<file path="src/hw/bulk_only_pkg.sv">
// Constants, types and register map of the bulk-only channel support block
package bulk_only_pkg;

  // ----------------------------------------------------------------------
  // Register indices (byte address is four times the index)
  // ----------------------------------------------------------------------
  localparam logic [9:0] IDX_SEQ_CONTROL = 10'h19a;
  localparam logic [9:0] IDX_STATUS_WRAPPER_RX_SIZE = 10'h19b;
  localparam logic [9:0] IDX_BULK_OUT_ENDPOINT_CTL = 10'h19c;
  localparam logic [9:0] IDX_BULK_IN_ENDPOINT_CTL = 10'h19d;
  localparam logic [9:0] IDX_TRANSFER_RESULT_CODE = 10'h19e;
  localparam logic [9:0] IDX_IRQ_STATUS = 10'h1f0;
  localparam logic [9:0] IDX_IRQ_MASK = 10'h1f1;

  // ----------------------------------------------------------------------
  // Field positions
  // ----------------------------------------------------------------------
  localparam int LAUNCH_BIT = 0;
  localparam int PHASE_LSB = 4;
  localparam int TOGGLE_BIT = 4;
  localparam int RESULT_LSB = 4;
  localparam int IRQ_DONE_BIT = 0;
  localparam int IRQ_STOP_BIT = 1;

  // ----------------------------------------------------------------------
  // Reset values
  // ----------------------------------------------------------------------
  localparam logic [7:0] RESET_BYTE = 8'h00;
  localparam logic [3:0] RESET_NIBBLE = 4'h0;
  localparam logic [2:0] RESET_RESULT = 3'h0;
  localparam logic [1:0] RESET_IRQ = 2'h0;

  // ----------------------------------------------------------------------
  // Completion codes
  // ----------------------------------------------------------------------
  typedef enum logic [2:0] {
    RESULT_NO_ERROR = 3'b000,
    RESULT_STALL = 3'b001,
    RESULT_OVERRUN = 3'b010,
    RESULT_UNDERRUN = 3'b011,
    RESULT_RETRY = 3'b100
  } transfer_result_t;

  // ----------------------------------------------------------------------
  // Sequence phases, equal to the readable phase field
  // ----------------------------------------------------------------------
  typedef enum logic [1:0] {
    PHASE_IDLE = 2'b00,
    PHASE_COMMAND = 2'b01,
    PHASE_DATA = 2'b10,
    PHASE_STATUS = 2'b11
  } auto_sequence_phase_t;

  // ----------------------------------------------------------------------
  // Transaction engine carriers
  // ----------------------------------------------------------------------
  typedef struct packed {
    logic valid;
    logic isIn;
    logic [3:0] endpoint;
    logic toggle;
    logic [1:0] phase;
  } transport_req_t;

  typedef struct packed {
    logic done;
    logic [2:0] result;
    logic toggle;
    logic [3:0] byteCount;
    logic handshakeOnly;
    logic wrapperValid;
  } transport_rsp_t;

endpackage : bulk_only_pkg

</file>
<file path="src/hw/host_bulk_only_endpoint_ctl.sv">
// Bulk-only sequencer and its register file on a classic Wishbone slave
//
// Behaviour
// - Four-bit read-only status wrapper byte count
// - Byte count valid on short status receipt
// - OUT toggle bit seeds command/data-out toggle
// - Normal OUT end writes toggle back
// - OUT tokens use writable OUT endpoint
// - IN toggle bit seeds status/data-in toggle
// - Normal IN end writes toggle back
// - IN tokens use writable IN endpoint
// - Three-bit result code, bits six to four
// - Result codes: none, stall, overrun, underrun, retry
// - Command out, optional data, status in
// - Phase field shows idle, command, data, status
// - Stop flag on error or software abort; after an error stop, code zero means bad wrapper
module host_bulk_only_endpoint_ctl (
  input wire logic clk,
  input wire logic rst,
  input wire logic wb_cyc_i,
  input wire logic wb_stb_i,
  input wire logic wb_we_i,
  input wire logic [11:0] wb_adr_i,
  input wire logic [3:0] wb_sel_i,
  input wire logic [31:0] wb_dat_i,
  output logic [31:0] wb_dat_o,
  output logic wb_ack_o,
  input wire logic dataStageEnable,
  input wire logic dataStageIn,
  output bulk_only_pkg::transport_req_t transportReq,
  input wire bulk_only_pkg::transport_rsp_t transportRsp,
  output logic irq
);

  // ----------------------------------------------------------------------
  // State
  // ----------------------------------------------------------------------
  bulk_only_pkg::auto_sequence_phase_t phase;
  bulk_only_pkg::auto_sequence_phase_t next_phase;
  logic autoSequenceLaunch;
  logic [3:0] statusWrapperByteCount;
  logic outDirToggle;
  logic [3:0] outDirEndpoint;
  logic inDirToggle;
  logic [3:0] inDirEndpoint;
  logic [2:0] transferResult;
  logic [1:0] irqStatus;
  logic [1:0] irqMask;

  logic access;
  logic wrLow;
  logic [9:0] regIndex;
  logic launchWrite;
  logic launchClear;
  logic running;
  logic transportEnd;
  logic transportOk;
  logic endIsIn;
  logic seqDone;
  logic seqStop;
  logic [1:0] irqSet;

  // Register write strobe for one index, low byte lane only
  function automatic logic regWrite(input logic [9:0] idx,
                                    input logic [9:0] want,
                                    input logic wr);
    regWrite = wr && (idx == want);
  endfunction : regWrite

  // Reserved engine codes fold into a retry error, so software
  // never reads a code that has no meaning
  function automatic logic [2:0] foldResult(input logic [2:0] code);
    unique case (code)
      bulk_only_pkg::RESULT_NO_ERROR,
      bulk_only_pkg::RESULT_STALL,
      bulk_only_pkg::RESULT_OVERRUN,
      bulk_only_pkg::RESULT_UNDERRUN,
      bulk_only_pkg::RESULT_RETRY: begin
        foldResult = code;
      end
      default: begin
        foldResult = bulk_only_pkg::RESULT_RETRY;
      end
    endcase
  endfunction : foldResult

  // Direction of the transport run in a given phase
  function automatic logic phaseIsIn(input logic [1:0] ph,
                                     input logic dataIn);
    phaseIsIn = (ph == bulk_only_pkg::PHASE_STATUS) ||
                ((ph == bulk_only_pkg::PHASE_DATA) && dataIn);
  endfunction : phaseIsIn

  // ----------------------------------------------------------------------
  // Bus decode
  // ----------------------------------------------------------------------
  assign access = wb_cyc_i && wb_stb_i && !wb_ack_o;
  assign wrLow = access && wb_we_i && wb_sel_i[0];
  assign regIndex = wb_adr_i[11:2];
  assign launchWrite = regWrite(regIndex, bulk_only_pkg::IDX_SEQ_CONTROL,
                                wrLow);
  assign running = (phase != bulk_only_pkg::PHASE_IDLE) && autoSequenceLaunch;

  // Ack one cycle after the strobe, dropped the cycle after
  // Masking access with ack stops one strobe from being taken twice
  always_ff @(posedge clk) begin
    if (rst) begin
      wb_ack_o <= 1'b0;
    end else begin
      wb_ack_o <= access;
    end
  end

  // ----------------------------------------------------------------------
  // Transport completion
  // ----------------------------------------------------------------------
  assign transportEnd = running && transportReq.valid && transportRsp.done;
  assign endIsIn = phaseIsIn(phase, dataStageIn);
  assign transportOk = transportEnd &&
                       (transportRsp.result == bulk_only_pkg::RESULT_NO_ERROR) &&
                       ((phase != bulk_only_pkg::PHASE_STATUS) ||
                        transportRsp.wrapperValid);
  // Software clearing the launch bit aborts unless status just ended well
  assign launchClear = launchWrite && !wb_dat_i[bulk_only_pkg::LAUNCH_BIT];
  assign seqDone = transportOk && (phase == bulk_only_pkg::PHASE_STATUS);
  assign seqStop = running && !seqDone &&
                   ((transportEnd && !transportOk) || launchClear);

  // ----------------------------------------------------------------------
  // Sequencer
  // ----------------------------------------------------------------------
  always_comb begin
    next_phase = phase;
    unique case (phase)
      bulk_only_pkg::PHASE_IDLE: begin
        if (launchWrite && wb_dat_i[bulk_only_pkg::LAUNCH_BIT]) begin
          next_phase = bulk_only_pkg::PHASE_COMMAND;
        end
      end
      bulk_only_pkg::PHASE_COMMAND: begin
        if (transportOk) begin
          next_phase = dataStageEnable ? bulk_only_pkg::PHASE_DATA :
                                         bulk_only_pkg::PHASE_STATUS;
        end
      end
      bulk_only_pkg::PHASE_DATA: begin
        if (transportOk) begin
          next_phase = bulk_only_pkg::PHASE_STATUS;
        end
      end
      bulk_only_pkg::PHASE_STATUS: begin
        if (seqDone) begin
          next_phase = bulk_only_pkg::PHASE_IDLE;
        end
      end
    endcase
  end

  always_ff @(posedge clk) begin
    if (rst) begin
      phase <= bulk_only_pkg::PHASE_IDLE;
    end else if (seqStop) begin
      phase <= phase;
    end else if (!autoSequenceLaunch && launchWrite &&
                 wb_dat_i[bulk_only_pkg::LAUNCH_BIT]) begin
      phase <= bulk_only_pkg::PHASE_COMMAND;
    end else if (running) begin
      phase <= next_phase;
    end
  end

  // Launch bit clears itself when the sequence ends either way
  // A stop leaves the phase field showing where the run died
  always_ff @(posedge clk) begin
    if (rst) begin
      autoSequenceLaunch <= 1'b0;
    end else if (seqDone || seqStop) begin
      autoSequenceLaunch <= 1'b0;
    end else if (launchWrite) begin
      autoSequenceLaunch <= wb_dat_i[bulk_only_pkg::LAUNCH_BIT];
    end
  end

  // ----------------------------------------------------------------------
  // Transport request; dropped for one cycle between transports
  // ----------------------------------------------------------------------
  // The gap lets the fields pick up the new phase and saved toggle
  // before the engine sees the next request
  always_ff @(posedge clk) begin
    if (rst) begin
      transportReq <= '0;
    end else begin
      transportReq.valid <= running && !transportEnd && !launchClear;
      transportReq.phase <= phase;
      transportReq.isIn <= endIsIn;
      transportReq.endpoint <= endIsIn ? inDirEndpoint : outDirEndpoint;
      transportReq.toggle <= endIsIn ? inDirToggle : outDirToggle;
    end
  end

  // ----------------------------------------------------------------------
  // Endpoint control registers
  // ----------------------------------------------------------------------
  // OUT toggle write back
  always_ff @(posedge clk) begin
    if (rst) begin
      outDirToggle <= 1'b0;
      outDirEndpoint <= bulk_only_pkg::RESET_NIBBLE;
    end else begin
      if (regWrite(regIndex, bulk_only_pkg::IDX_BULK_OUT_ENDPOINT_CTL,
                   wrLow)) begin
        outDirToggle <= wb_dat_i[bulk_only_pkg::TOGGLE_BIT];
        outDirEndpoint <= wb_dat_i[3:0];
      end
      // Hardware save wins over a write in the same cycle
      if (transportOk && !endIsIn) begin
        outDirToggle <= transportRsp.toggle;
      end
    end
  end

  always_ff @(posedge clk) begin
    if (rst) begin
      inDirToggle <= 1'b0;
      inDirEndpoint <= bulk_only_pkg::RESET_NIBBLE;
    end else begin
      if (regWrite(regIndex, bulk_only_pkg::IDX_BULK_IN_ENDPOINT_CTL,
                   wrLow)) begin
        inDirToggle <= wb_dat_i[bulk_only_pkg::TOGGLE_BIT];
        inDirEndpoint <= wb_dat_i[3:0];
      end
      if (transportOk && endIsIn) begin
        inDirToggle <= transportRsp.toggle;
      end
    end
  end

  // ----------------------------------------------------------------------
  // Result capture
  // ----------------------------------------------------------------------
  // Count from status data packet
  always_ff @(posedge clk) begin
    if (rst) begin
      statusWrapperByteCount <= bulk_only_pkg::RESET_NIBBLE;
    end else if (transportEnd && (phase == bulk_only_pkg::PHASE_STATUS) &&
                 !transportRsp.handshakeOnly) begin
      statusWrapperByteCount <= transportRsp.byteCount;
    end
  end

  always_ff @(posedge clk) begin
    if (rst) begin
      transferResult <= bulk_only_pkg::RESET_RESULT;
    end else if (transportEnd) begin
      // Aborts leave the last code; a stale zero can look like a bad wrapper
      transferResult <= foldResult(transportRsp.result);
    end
  end

  // ----------------------------------------------------------------------
  // Interrupts
  // ----------------------------------------------------------------------
  assign irqSet[bulk_only_pkg::IRQ_DONE_BIT] = seqDone;
  assign irqSet[bulk_only_pkg::IRQ_STOP_BIT] = seqStop;

  // Set beats a write-one clear in the same cycle
  always_ff @(posedge clk) begin
    if (rst) begin
      irqStatus <= bulk_only_pkg::RESET_IRQ;
    end else if (regWrite(regIndex, bulk_only_pkg::IDX_IRQ_STATUS, wrLow)) begin
      irqStatus <= (irqStatus & ~wb_dat_i[1:0]) | irqSet;
    end else begin
      irqStatus <= irqStatus | irqSet;
    end
  end

  always_ff @(posedge clk) begin
    if (rst) begin
      irqMask <= bulk_only_pkg::RESET_IRQ;
    end else if (regWrite(regIndex, bulk_only_pkg::IDX_IRQ_MASK, wrLow)) begin
      irqMask <= wb_dat_i[1:0];
    end
  end

  // Level output; software drops it by clearing the status bit or its mask bit
  assign irq = |(irqStatus & irqMask);

  // ----------------------------------------------------------------------
  // Read data, registered; unmapped reads zero
  // ----------------------------------------------------------------------
  always_ff @(posedge clk) begin
    if (rst) begin
      wb_dat_o <= 32'h0000_0000;
    end else if (access && !wb_we_i) begin
      wb_dat_o <= 32'h0000_0000;
      unique case (regIndex)
        bulk_only_pkg::IDX_SEQ_CONTROL: begin
          wb_dat_o[bulk_only_pkg::PHASE_LSB +: 2] <= phase;
          wb_dat_o[bulk_only_pkg::LAUNCH_BIT] <= autoSequenceLaunch;
        end
        bulk_only_pkg::IDX_STATUS_WRAPPER_RX_SIZE: begin
          wb_dat_o[3:0] <= statusWrapperByteCount;
        end
        bulk_only_pkg::IDX_BULK_OUT_ENDPOINT_CTL: begin
          wb_dat_o[bulk_only_pkg::TOGGLE_BIT] <= outDirToggle;
          wb_dat_o[3:0] <= outDirEndpoint;
        end
        bulk_only_pkg::IDX_BULK_IN_ENDPOINT_CTL: begin
          wb_dat_o[bulk_only_pkg::TOGGLE_BIT] <= inDirToggle;
          wb_dat_o[3:0] <= inDirEndpoint;
        end
        bulk_only_pkg::IDX_TRANSFER_RESULT_CODE: begin
          wb_dat_o[bulk_only_pkg::RESULT_LSB +: 3] <= transferResult;
        end
        bulk_only_pkg::IDX_IRQ_STATUS: begin
          wb_dat_o[1:0] <= irqStatus;
        end
        bulk_only_pkg::IDX_IRQ_MASK: begin
          wb_dat_o[1:0] <= irqMask;
        end
        default: begin
          wb_dat_o <= 32'h0000_0000;
        end
      endcase
    end
  end

endmodule : host_bulk_only_endpoint_ctl

</file>
<file path="config.mk">
export PLATFORM = sky130hd
export DESIGN_NAME = host_bulk_only_endpoint_ctl
export DESIGN_NICKNAME = d
export VERILOG_FILES = /design/src/hw/bulk_only_pkg.sv /design/src/hw/host_bulk_only_endpoint_ctl.sv
export SDC_FILE = /design/constraint.sdc
export NUM_CORES = 1
export LEC_CHECK = 0
export BUFFER_PORTS_ARGS = -buffer_cell sky130_fd_sc_hd__buf_4
export CORE_MARGIN = 2
export CORE_UTILIZATION = 40
export DETAILED_ROUTE_END_ITERATION = 7
export PLACE_DENSITY = 0.74
export SYNTH_ARGS = -nofsm -noshare
export SYNTH_HDL_FRONTEND = slang
export SYNTH_SLANG_ARGS = --single-unit
</file>
<file path="constraint.sdc">
create_clock -name clk -period 1.9 [get_ports clk]
set_input_delay 0.19 -clock clk [delete_from_list [all_inputs] [get_ports clk]]
set_output_delay 0.19 -clock clk [all_outputs]
set_load 0.01 [all_outputs]
</file>
==> out/summary.txt, run 1 <==
====================================================================================
Number of max-cap violations                                                       0
CTS sink count                                                                    41
Critical path class                                                     flip-flop to flip-flop
Wire length of the first global-routing pass                                 8710 um
WL per Instance                                                              14.4 um
Core region area                                                            5140 um2
Most frequent cells after synthesis                                     41 x sky130_fd_sc_hd__dfxtp_1, 32 x sky130_fd_sc_hd__nand2_1, 26 x sky130_fd_sc_hd__buf_4
Final worst setup slack                                                   -0.0176 ns
Via count of the first global-routing pass                                      1827
Number of instances in the synthesized netlist                                   255
Final Util                                                                     54.6%
Site Rows                                                                         26
DP Cell Count                                                                    380
Slew Viols, Final                                                                  0
Clock latency reported for the late side of the worst-skew pair              0.29 ns
Clock skew                                                                0.00299 ns
Worst hold margin                                                           0.128 ns
Count of pins on the block boundary                                              109
Post-synthesis cell area                                                    2150 um2
Number of antenna violations at the first check in global routing                  0
Highest clock frequency the design can meet                                  521 MHz
Root cell of the clock tree                                             sky130_fd_sc_hd__clkbuf_8
Sum of buffers and inverters on the critical path                                  1
Peak supply drop                                                            0.312 mV
Die Y                                                                        77.3 um
Count of buffers from port buffering                                              51
Via count                                                                       2051
Pre-antenna DRT Iters                                                              5
Number of nets still failing antenna checks after routing                          0
Overall die area                                                            5970 um2
Total CTS buffers                                                                  5
Initial DRC Count                                                                187
Layout area overhead                                                           30.7%
Asr flop ratio synth                                                              0%
Ant diodes                                                                         0
Horiz. Die Dim                                                               77.3 um
Count of state elements after synthesis                                           41
Data arrival time of the worst path                                          2.12 ns
Most common cell in the netlist                                         sky130_fd_sc_hd__dfxtp_1
Summed negative setup slack over all endpoints                            -0.0176 ns
Maximum number of pins on one net before global-route repair                      40
Power per unit of standard cell area                                      610 nW/um2
Failing checks                                                          setup timing
Crit-path leading delay family                                          simple AND/OR/NAND/NOR gates
Proportion of synthesized chip area in sequential cells                        38.2%
Outcome                                                                 finished with violations
NumNets Final                                                                    393
Hold WC Path Type                                                       input pin to flip-flop
Starting Density                                                               41.8%
Level count of the clock H-tree                                                    2
Mean post-synth cell area                                                   8.42 um2
Overall fraction of global-route tracks in use                                 18.5%
Required arrival time at the worst endpoint                                  2.10 ns
Number of distinct library cells after synthesis                                  49
R2R Setup Slk                                                               -0.02 ns
Yosys top cell area share                                                      38.2%
Post-Place Worst Slack                                                    0.00208 ns
Most instantiated flip-flop cell in the synthesis netlist               sky130_fd_sc_hd__dfxtp_1
Peak per-stage delay on the critical path                                    0.51 ns
Highest-delay cell along the critical path                              sky130_fd_sc_hd__or4b_1
Clock transition at the registers of the reported paths                      0.07 ns
Number of endpoints with negative hold slack in the final report                   0
Setup Viol. Count Final                                                            1
TritonCTS clock tree                                                             yes
Number of warnings issued by yosys                                                 0
Largest area contributor in the synthesized netlist                     sky130_fd_sc_hd__dfxtp_1
Crit end category                                                          flip-flop
Via density per instance                                                        5.22
Number of enable-type register cells in the synthesized netlist                    0
Critical-path cell list                                                 inv_4 -> ha_4 -> and4b_2 -> o21ai_2 -> or2_1 -> or4b_1 -> o31ai_1
DRC violation count after routing                                                  0
Period Utilization, post-route                                                  101%
Synth top area cells                                                    sky130_fd_sc_hd__dfxtp_1 38%, sky130_fd_sc_hd__buf_4 9.1%, sky130_fd_sc_hd__mux2i_1 5.6%, sky130_fd_sc_hd__nand2_1 5.6%, sky130_fd_sc_hd__a21oi_1 5.1%
Clock Tree Buf Depth                                                               2
Finished Layout Cells                                                            393
DP HPWL                                                                      4070 um
Critical path launch point type                                            flip-flop
Ratio of cells with drive above 1 in the final layout                          30.7%
Number of buffers inserted for hold repair after clock tree synthesis              0
RSZ-0062 raised after global routing                                             yes
Min Tclk post-route                                                          1.92 ns
Worst-path fanout max                                                              3
Sum of overflow across all layers after global routing                             0
Final weighted congestion of routability-driven global placement               0.915
P_leak                                                                       1.17 nW
Final routed wirelength across all metal layers                              5650 um
====================================================================================
[power by group]
group	switching (mW)	total, mW	leakage [nW]	internal (mW)
Clock	0.292	0.674	0.0540	0.382
Combinational	0.0949	0.171	0.786	0.0762
Sequential	0.00422	0.867	0.332	0.863
Total	0.391	1.71	1.17	1.32
[sequential cells by signal, indices dropped and copies added (netlist names)]
signal	flops
wb_ack_o	1
inDirEndpoint	4
phase	2
transferResult	3
autoSequenceLaunch	1
wb_dat_o	7
outDirToggle	1
outDirEndpoint	4
statusWrapperByteCount	4
transportReq	9
irqMask	2
irqStatus	2
inDirToggle	1
[layer usage]
layer	up-vias	track usage [%]	part of all wire [%]
met1	946	23.0	41
met3	10	4.71	8.4
li1	994	-	-
met5	-	0	0
met4	0	6.61	1.6
met2	101	30.8	49
[cells by family (layout without fill, tap and decap cells)]
logic type	after synthesis	count (layout)	synth area share [%]
AOI/OAI and AO/OA	49	49	14.8
adders and majority gates	4	4	2.33
buffers and inverters	41	85	11.9
DFF	41	41	38.2
muxes	14	14	6.64
other	1	25	0.175
and+or+nand+nor	105	105	25.9
[worst register-to-register path, cell delays in order (launching register included)]
cell	delay [ns]
sky130_fd_sc_hd__dfxtp_4	0.38
sky130_fd_sc_hd__inv_4	0.06
sky130_fd_sc_hd__ha_4	0.15
sky130_fd_sc_hd__and4b_2	0.32
sky130_fd_sc_hd__o21ai_2	0.07
sky130_fd_sc_hd__or2_1	0.25
sky130_fd_sc_hd__or4b_1	0.51
sky130_fd_sc_hd__o31ai_1	0.08
[final cells by class]
| class | count | area (um2) |
|---|---|---|
| Timing Repair Buffer | 71 | 537 |
| Inverter | 7 | 31.3 |
| Fill cell | 477 | 2330 |
| Tap cell | 70 | 87.6 |
| Clock inverter | 2 | 35.0 |
| Clock buffer | 5 | 68.8 |
| Multi-Input combinational cell | 197 | 1220 |
| Sequential cell | 41 | 828 |
[per-stage QoR]
step	power [mW]	cell area [um2]
finish	1.71	2810
global route	1.78	2810
CTS	1.72	2710
detailed placement	1.06	2580
global placement	1.06	2580
floorplan	1.00	2240
[layout by cell type (no fill, tap or decap), types with 2 or more instances in the layout]
cell type	Yosys	routed
sky130_fd_sc_hd__inv_1	7	5
sky130_fd_sc_hd__and3_1	5	5
sky130_fd_sc_hd__nand4b_1	2	2
sky130_fd_sc_hd__nand3b_1	3	3
sky130_fd_sc_hd__clkbuf_8	0	5
sky130_fd_sc_hd__dfxtp_4	0	2
sky130_fd_sc_hd__a21oi_1	22	22
sky130_fd_sc_hd__nor4_1	4	4
sky130_fd_sc_hd__mux2i_1	12	12
sky130_fd_sc_hd__and4_1	2	2
sky130_fd_sc_hd__nand2_1	32	32
sky130_fd_sc_hd__o21ai_0	4	3
sky130_fd_sc_hd__or2_2	2	2
sky130_fd_sc_hd__a221oi_1	3	3
sky130_fd_sc_hd__o22ai_1	2	2
sky130_fd_sc_hd__conb_1	1	25
sky130_fd_sc_hd__buf_4	26	70
sky130_fd_sc_hd__nor2_1	25	25
sky130_fd_sc_hd__mux2_2	2	2
sky130_fd_sc_hd__nand3_1	11	11
sky130_fd_sc_hd__a211oi_1	5	5
sky130_fd_sc_hd__inv_4	0	2
sky130_fd_sc_hd__nor3_1	5	4
sky130_fd_sc_hd__ha_4	0	3
sky130_fd_sc_hd__a311oi_1	2	2
sky130_fd_sc_hd__dfxtp_1	41	39
[what timing repair did]
| item | CTS | global route |
|---|---|---|
| buffers inserted | 2 | 4 |
| pin swaps | 1 | 5 |
| resized for setup | 3 | 18 |
| setup endpoints to repair | 1 | 9 |
| hold endpoints to repair | 0 | 0 |
[path summary, 6_finish.rpt]
kind / start / cells past startpoint / end
worst max-delay path: phase[1]$_SDFFE_PP0P_ / 7 / phase[1]$_SDFFE_PP0P_
worst min-delay path: transportRsp[2] / 3 / statusWrapperByteCount[0]$_SDFFE_PP0P_
worst max register to register: phase[1]$_SDFFE_PP0P_ / 7 / phase[1]$_SDFFE_PP0P_
worst min register to register: transferResult[1]$_SDFFE_PP0P_ / 2 / transferResult[1]$_SDFFE_PP0P_
Note: power is estimated with default switching activity, not from simulation.
==> run 2, diff against run 1 <==
Settings changed: BUFFER_PORTS_ARGS -buffer_cell sky130_fd_sc_hd__buf_4 to not set, DONT_BUFFER_PORTS set to 1, PLACE_DENSITY 0.74 to not set.
==> run 2 against run 1 <==
  * Final cell count decreased by 13%
  * Setup slack improved by 0.059 ns
  * Clock power increased by 11%
  * Clock skew increased by 0.0020 ns
  * The flow now finishes without violations
  * Flip-flop and latch count unchanged
  * Wire length decreased by 7.9%
  * Non-clock buffer count decreased by 54
  * First-iteration DRC count decreased by 39%
  * Global-route usage decreased by 0.53 points
  * Total power about the same
==> out/summary.txt, run 2 (synthesis results as in run 1) <==
=====================================================================================
Total CTS buffers                                                                   5
NumNets Final                                                                     339
Data arrival time of the worst path                                           2.07 ns
Ratio of cells with drive above 1 in the final layout                           17.8%
Critical path launch point type                                             flip-flop
Number of antenna violations at the first check in global routing                   0
Clock transition at the registers of the reported paths                       0.08 ns
Number of flip-flops under the largest register name                                9
Level count of the clock H-tree                                                     2
Peak supply drop                                                             0.301 mV
Initial DRC Count                                                                 115
Number of max-cap violations                                                        0
Pre-antenna DRT Iters                                                               4
DP HPWL                                                                       3930 um
Tightest Pin Transition                                                      0.490 ns
Power per unit of standard cell area                                       707 nW/um2
Starting Density                                                                41.8%
Maximum number of pins on one net before global-route repair                       38
Finished Layout Cells                                                             340
Period Utilization, post-route                                                  97.8%
Via count of the first global-routing pass                                       1710
Layout area overhead                                                            12.8%
Crit-path leading delay family                                           simple AND/OR/NAND/NOR gates
Count of pins on the block boundary                                               109
TritonCTS clock tree                                                              yes
Clock skew                                                                 0.00499 ns
Horiz. Die Dim                                                                77.3 um
Number of nets still failing antenna checks after routing                           0
Min Tclk post-route                                                           1.86 ns
Hold WC Path Type                                                        input pin to flip-flop
DP Cell Count                                                                     330
Core region area                                                             5140 um2
R2R Setup Slk                                                                 0.04 ns
Via density per instance                                                         5.24
DRC violation count after routing                                                   0
Overall fraction of global-route tracks in use                                  18.0%
Final weighted congestion of routability-driven global placement                0.880
Worst hold margin                                                           0.0278 ns
P_leak                                                                       0.903 nW
Critical-path cell list                                                  buf_4 -> ha_2 -> nor3_2 -> o21ai_1 -> or2_1 -> or4b_4 -> o31ai_4
Clock Tree Buf Depth                                                                2
WL per Instance                                                               15.3 um
Worst slew slack as a fraction of its limit                                     67.1%
Via count                                                                        1781
Highest-delay cell along the critical path                               sky130_fd_sc_hd__or4b_4
Site Rows                                                                          26
Slew Viols, Final                                                                   0
Root cell of the clock tree                                              sky130_fd_sc_hd__clkbuf_8
Sum of buffers and inverters on the critical path                                   1
RSZ-0062 raised after global routing                                              yes
Worst-path fanout max                                                               3
Crit end category                                                           flip-flop
Wire length of the first global-routing pass                                  8470 um
Peak per-stage delay on the critical path                                     0.50 ns
Outcome                                                                  finished clean
Final routed wirelength across all metal layers                               5200 um
Critical path class                                                      flip-flop to flip-flop
Die Y                                                                         77.3 um
Most frequent standard cell in the layout excluding fill and tap cells   sky130_fd_sc_hd__dfxtp_1
CTS sink count                                                                     41
Highest clock frequency the design can meet                                   538 MHz
Clock latency reported for the late side of the worst-skew pair               0.30 ns
Commonest non-fill, non-tap cells in the layout                          39 x sky130_fd_sc_hd__dfxtp_1, 32 x sky130_fd_sc_hd__nand2_1, 25 x sky130_fd_sc_hd__nor2_1, 25 x sky130_fd_sc_hd__conb_1, 21 x sky130_fd_sc_hd__a21oi_1
Ant diodes                                                                          0
Number of endpoints with negative hold slack in the final report                    0
Overall die area                                                             5970 um2
Setup Viol. Count Final                                                             0
Sum of overflow across all layers after global routing                              0
Most flops, register                                                     transportReq
Top flop regs                                                            transportReq: 9 flops, wb_dat_o: 7 flops
Required arrival time at the worst endpoint                                   2.12 ns
Count of buffers from port buffering                                                0
=====================================================================================
==> run 2: cell count changes in the layout (fill, tap and decap cells not counted), sizes merged <==
cell	delta
buf	-54
clkinv	-1
clkinvlp	+1
clkbuf	+1
==> run 2: routing by layer <==
metal | vias to the layer above | share of wire [%] | global-route usage [%]
li1 | 882 | - | -
met1 | 825 | 42 | 21.8
met2 | 66 | 48 | 29.0
met3 | 8 | 7.3 | 5.88
met4 | 0 | 2.3 | 7.86
met5 | - | 0 | 0
==> run 2: cell type report <==
cell class              instances  area (um2)
fillers                       526        2720
clock buffers                   6        82.6
repair buffers                 17         140
multi-input cells             197        1220
clock inverters                 2        37.5
flip-flops and latches         41         823
inverters                       7        28.8
well taps                      70        87.6
==> run 2: path summary, 6_finish.rpt <==
check | to | start | cells past startpoint
min | transferResult[2]$_SDFFE_PP0P_ | transportRsp[9] | 2
min reg2reg | transferResult[1]$_SDFFE_PP0P_ | transferResult[1]$_SDFFE_PP0P_ | 2
max | phase[1]$_SDFFE_PP0P_ | phase[1]$_SDFFE_PP0P_ | 7
max reg2reg | phase[1]$_SDFFE_PP0P_ | phase[1]$_SDFFE_PP0P_ | 7
==> run 2: timing repair <==
action | CTS | global route
pin swaps | 0 | 5
resized for setup | 3 | 15
buffers inserted | 0 | 1
endpoints found under the hold margin | 37 | 0
hold buffers | 1 | 0
endpoints found under the setup margin | 1 | 1
==> run 2: where the power goes <==
| part | total (mW) | internal [mW] | switching (mW) | leakage, nW |
|---|---|---|---|---|
| registers | 0.874 | 0.865 | 0.00824 | 0.332 |
| clock network | 0.751 | 0.427 | 0.324 | 0.0574 |
| logic | 0.0877 | 0.0284 | 0.0593 | 0.513 |
==> run 2: metrics by stage <==
stage / area, um2 / power (mW) / utilization, % / worst slack (ns) / setup TNS [ns]
final: 2420 / 1.71 / 47.2 / 0.0415 / 0
after global routing: 2420 / 1.78 / 47.2 / -0.00390 / -0.00390
after CTS: 2360 / 1.73 / 45.9 / 0.00223 / 0
after detailed placement: 2210 / 0.964 / 43.0 / -0.0168 / -0.0168
after global placement: 2210 / 0.964 / 43.0 / 0.00700 / 0
after floorplan: 2240 / 1.00 / - / 0.0217 / 0
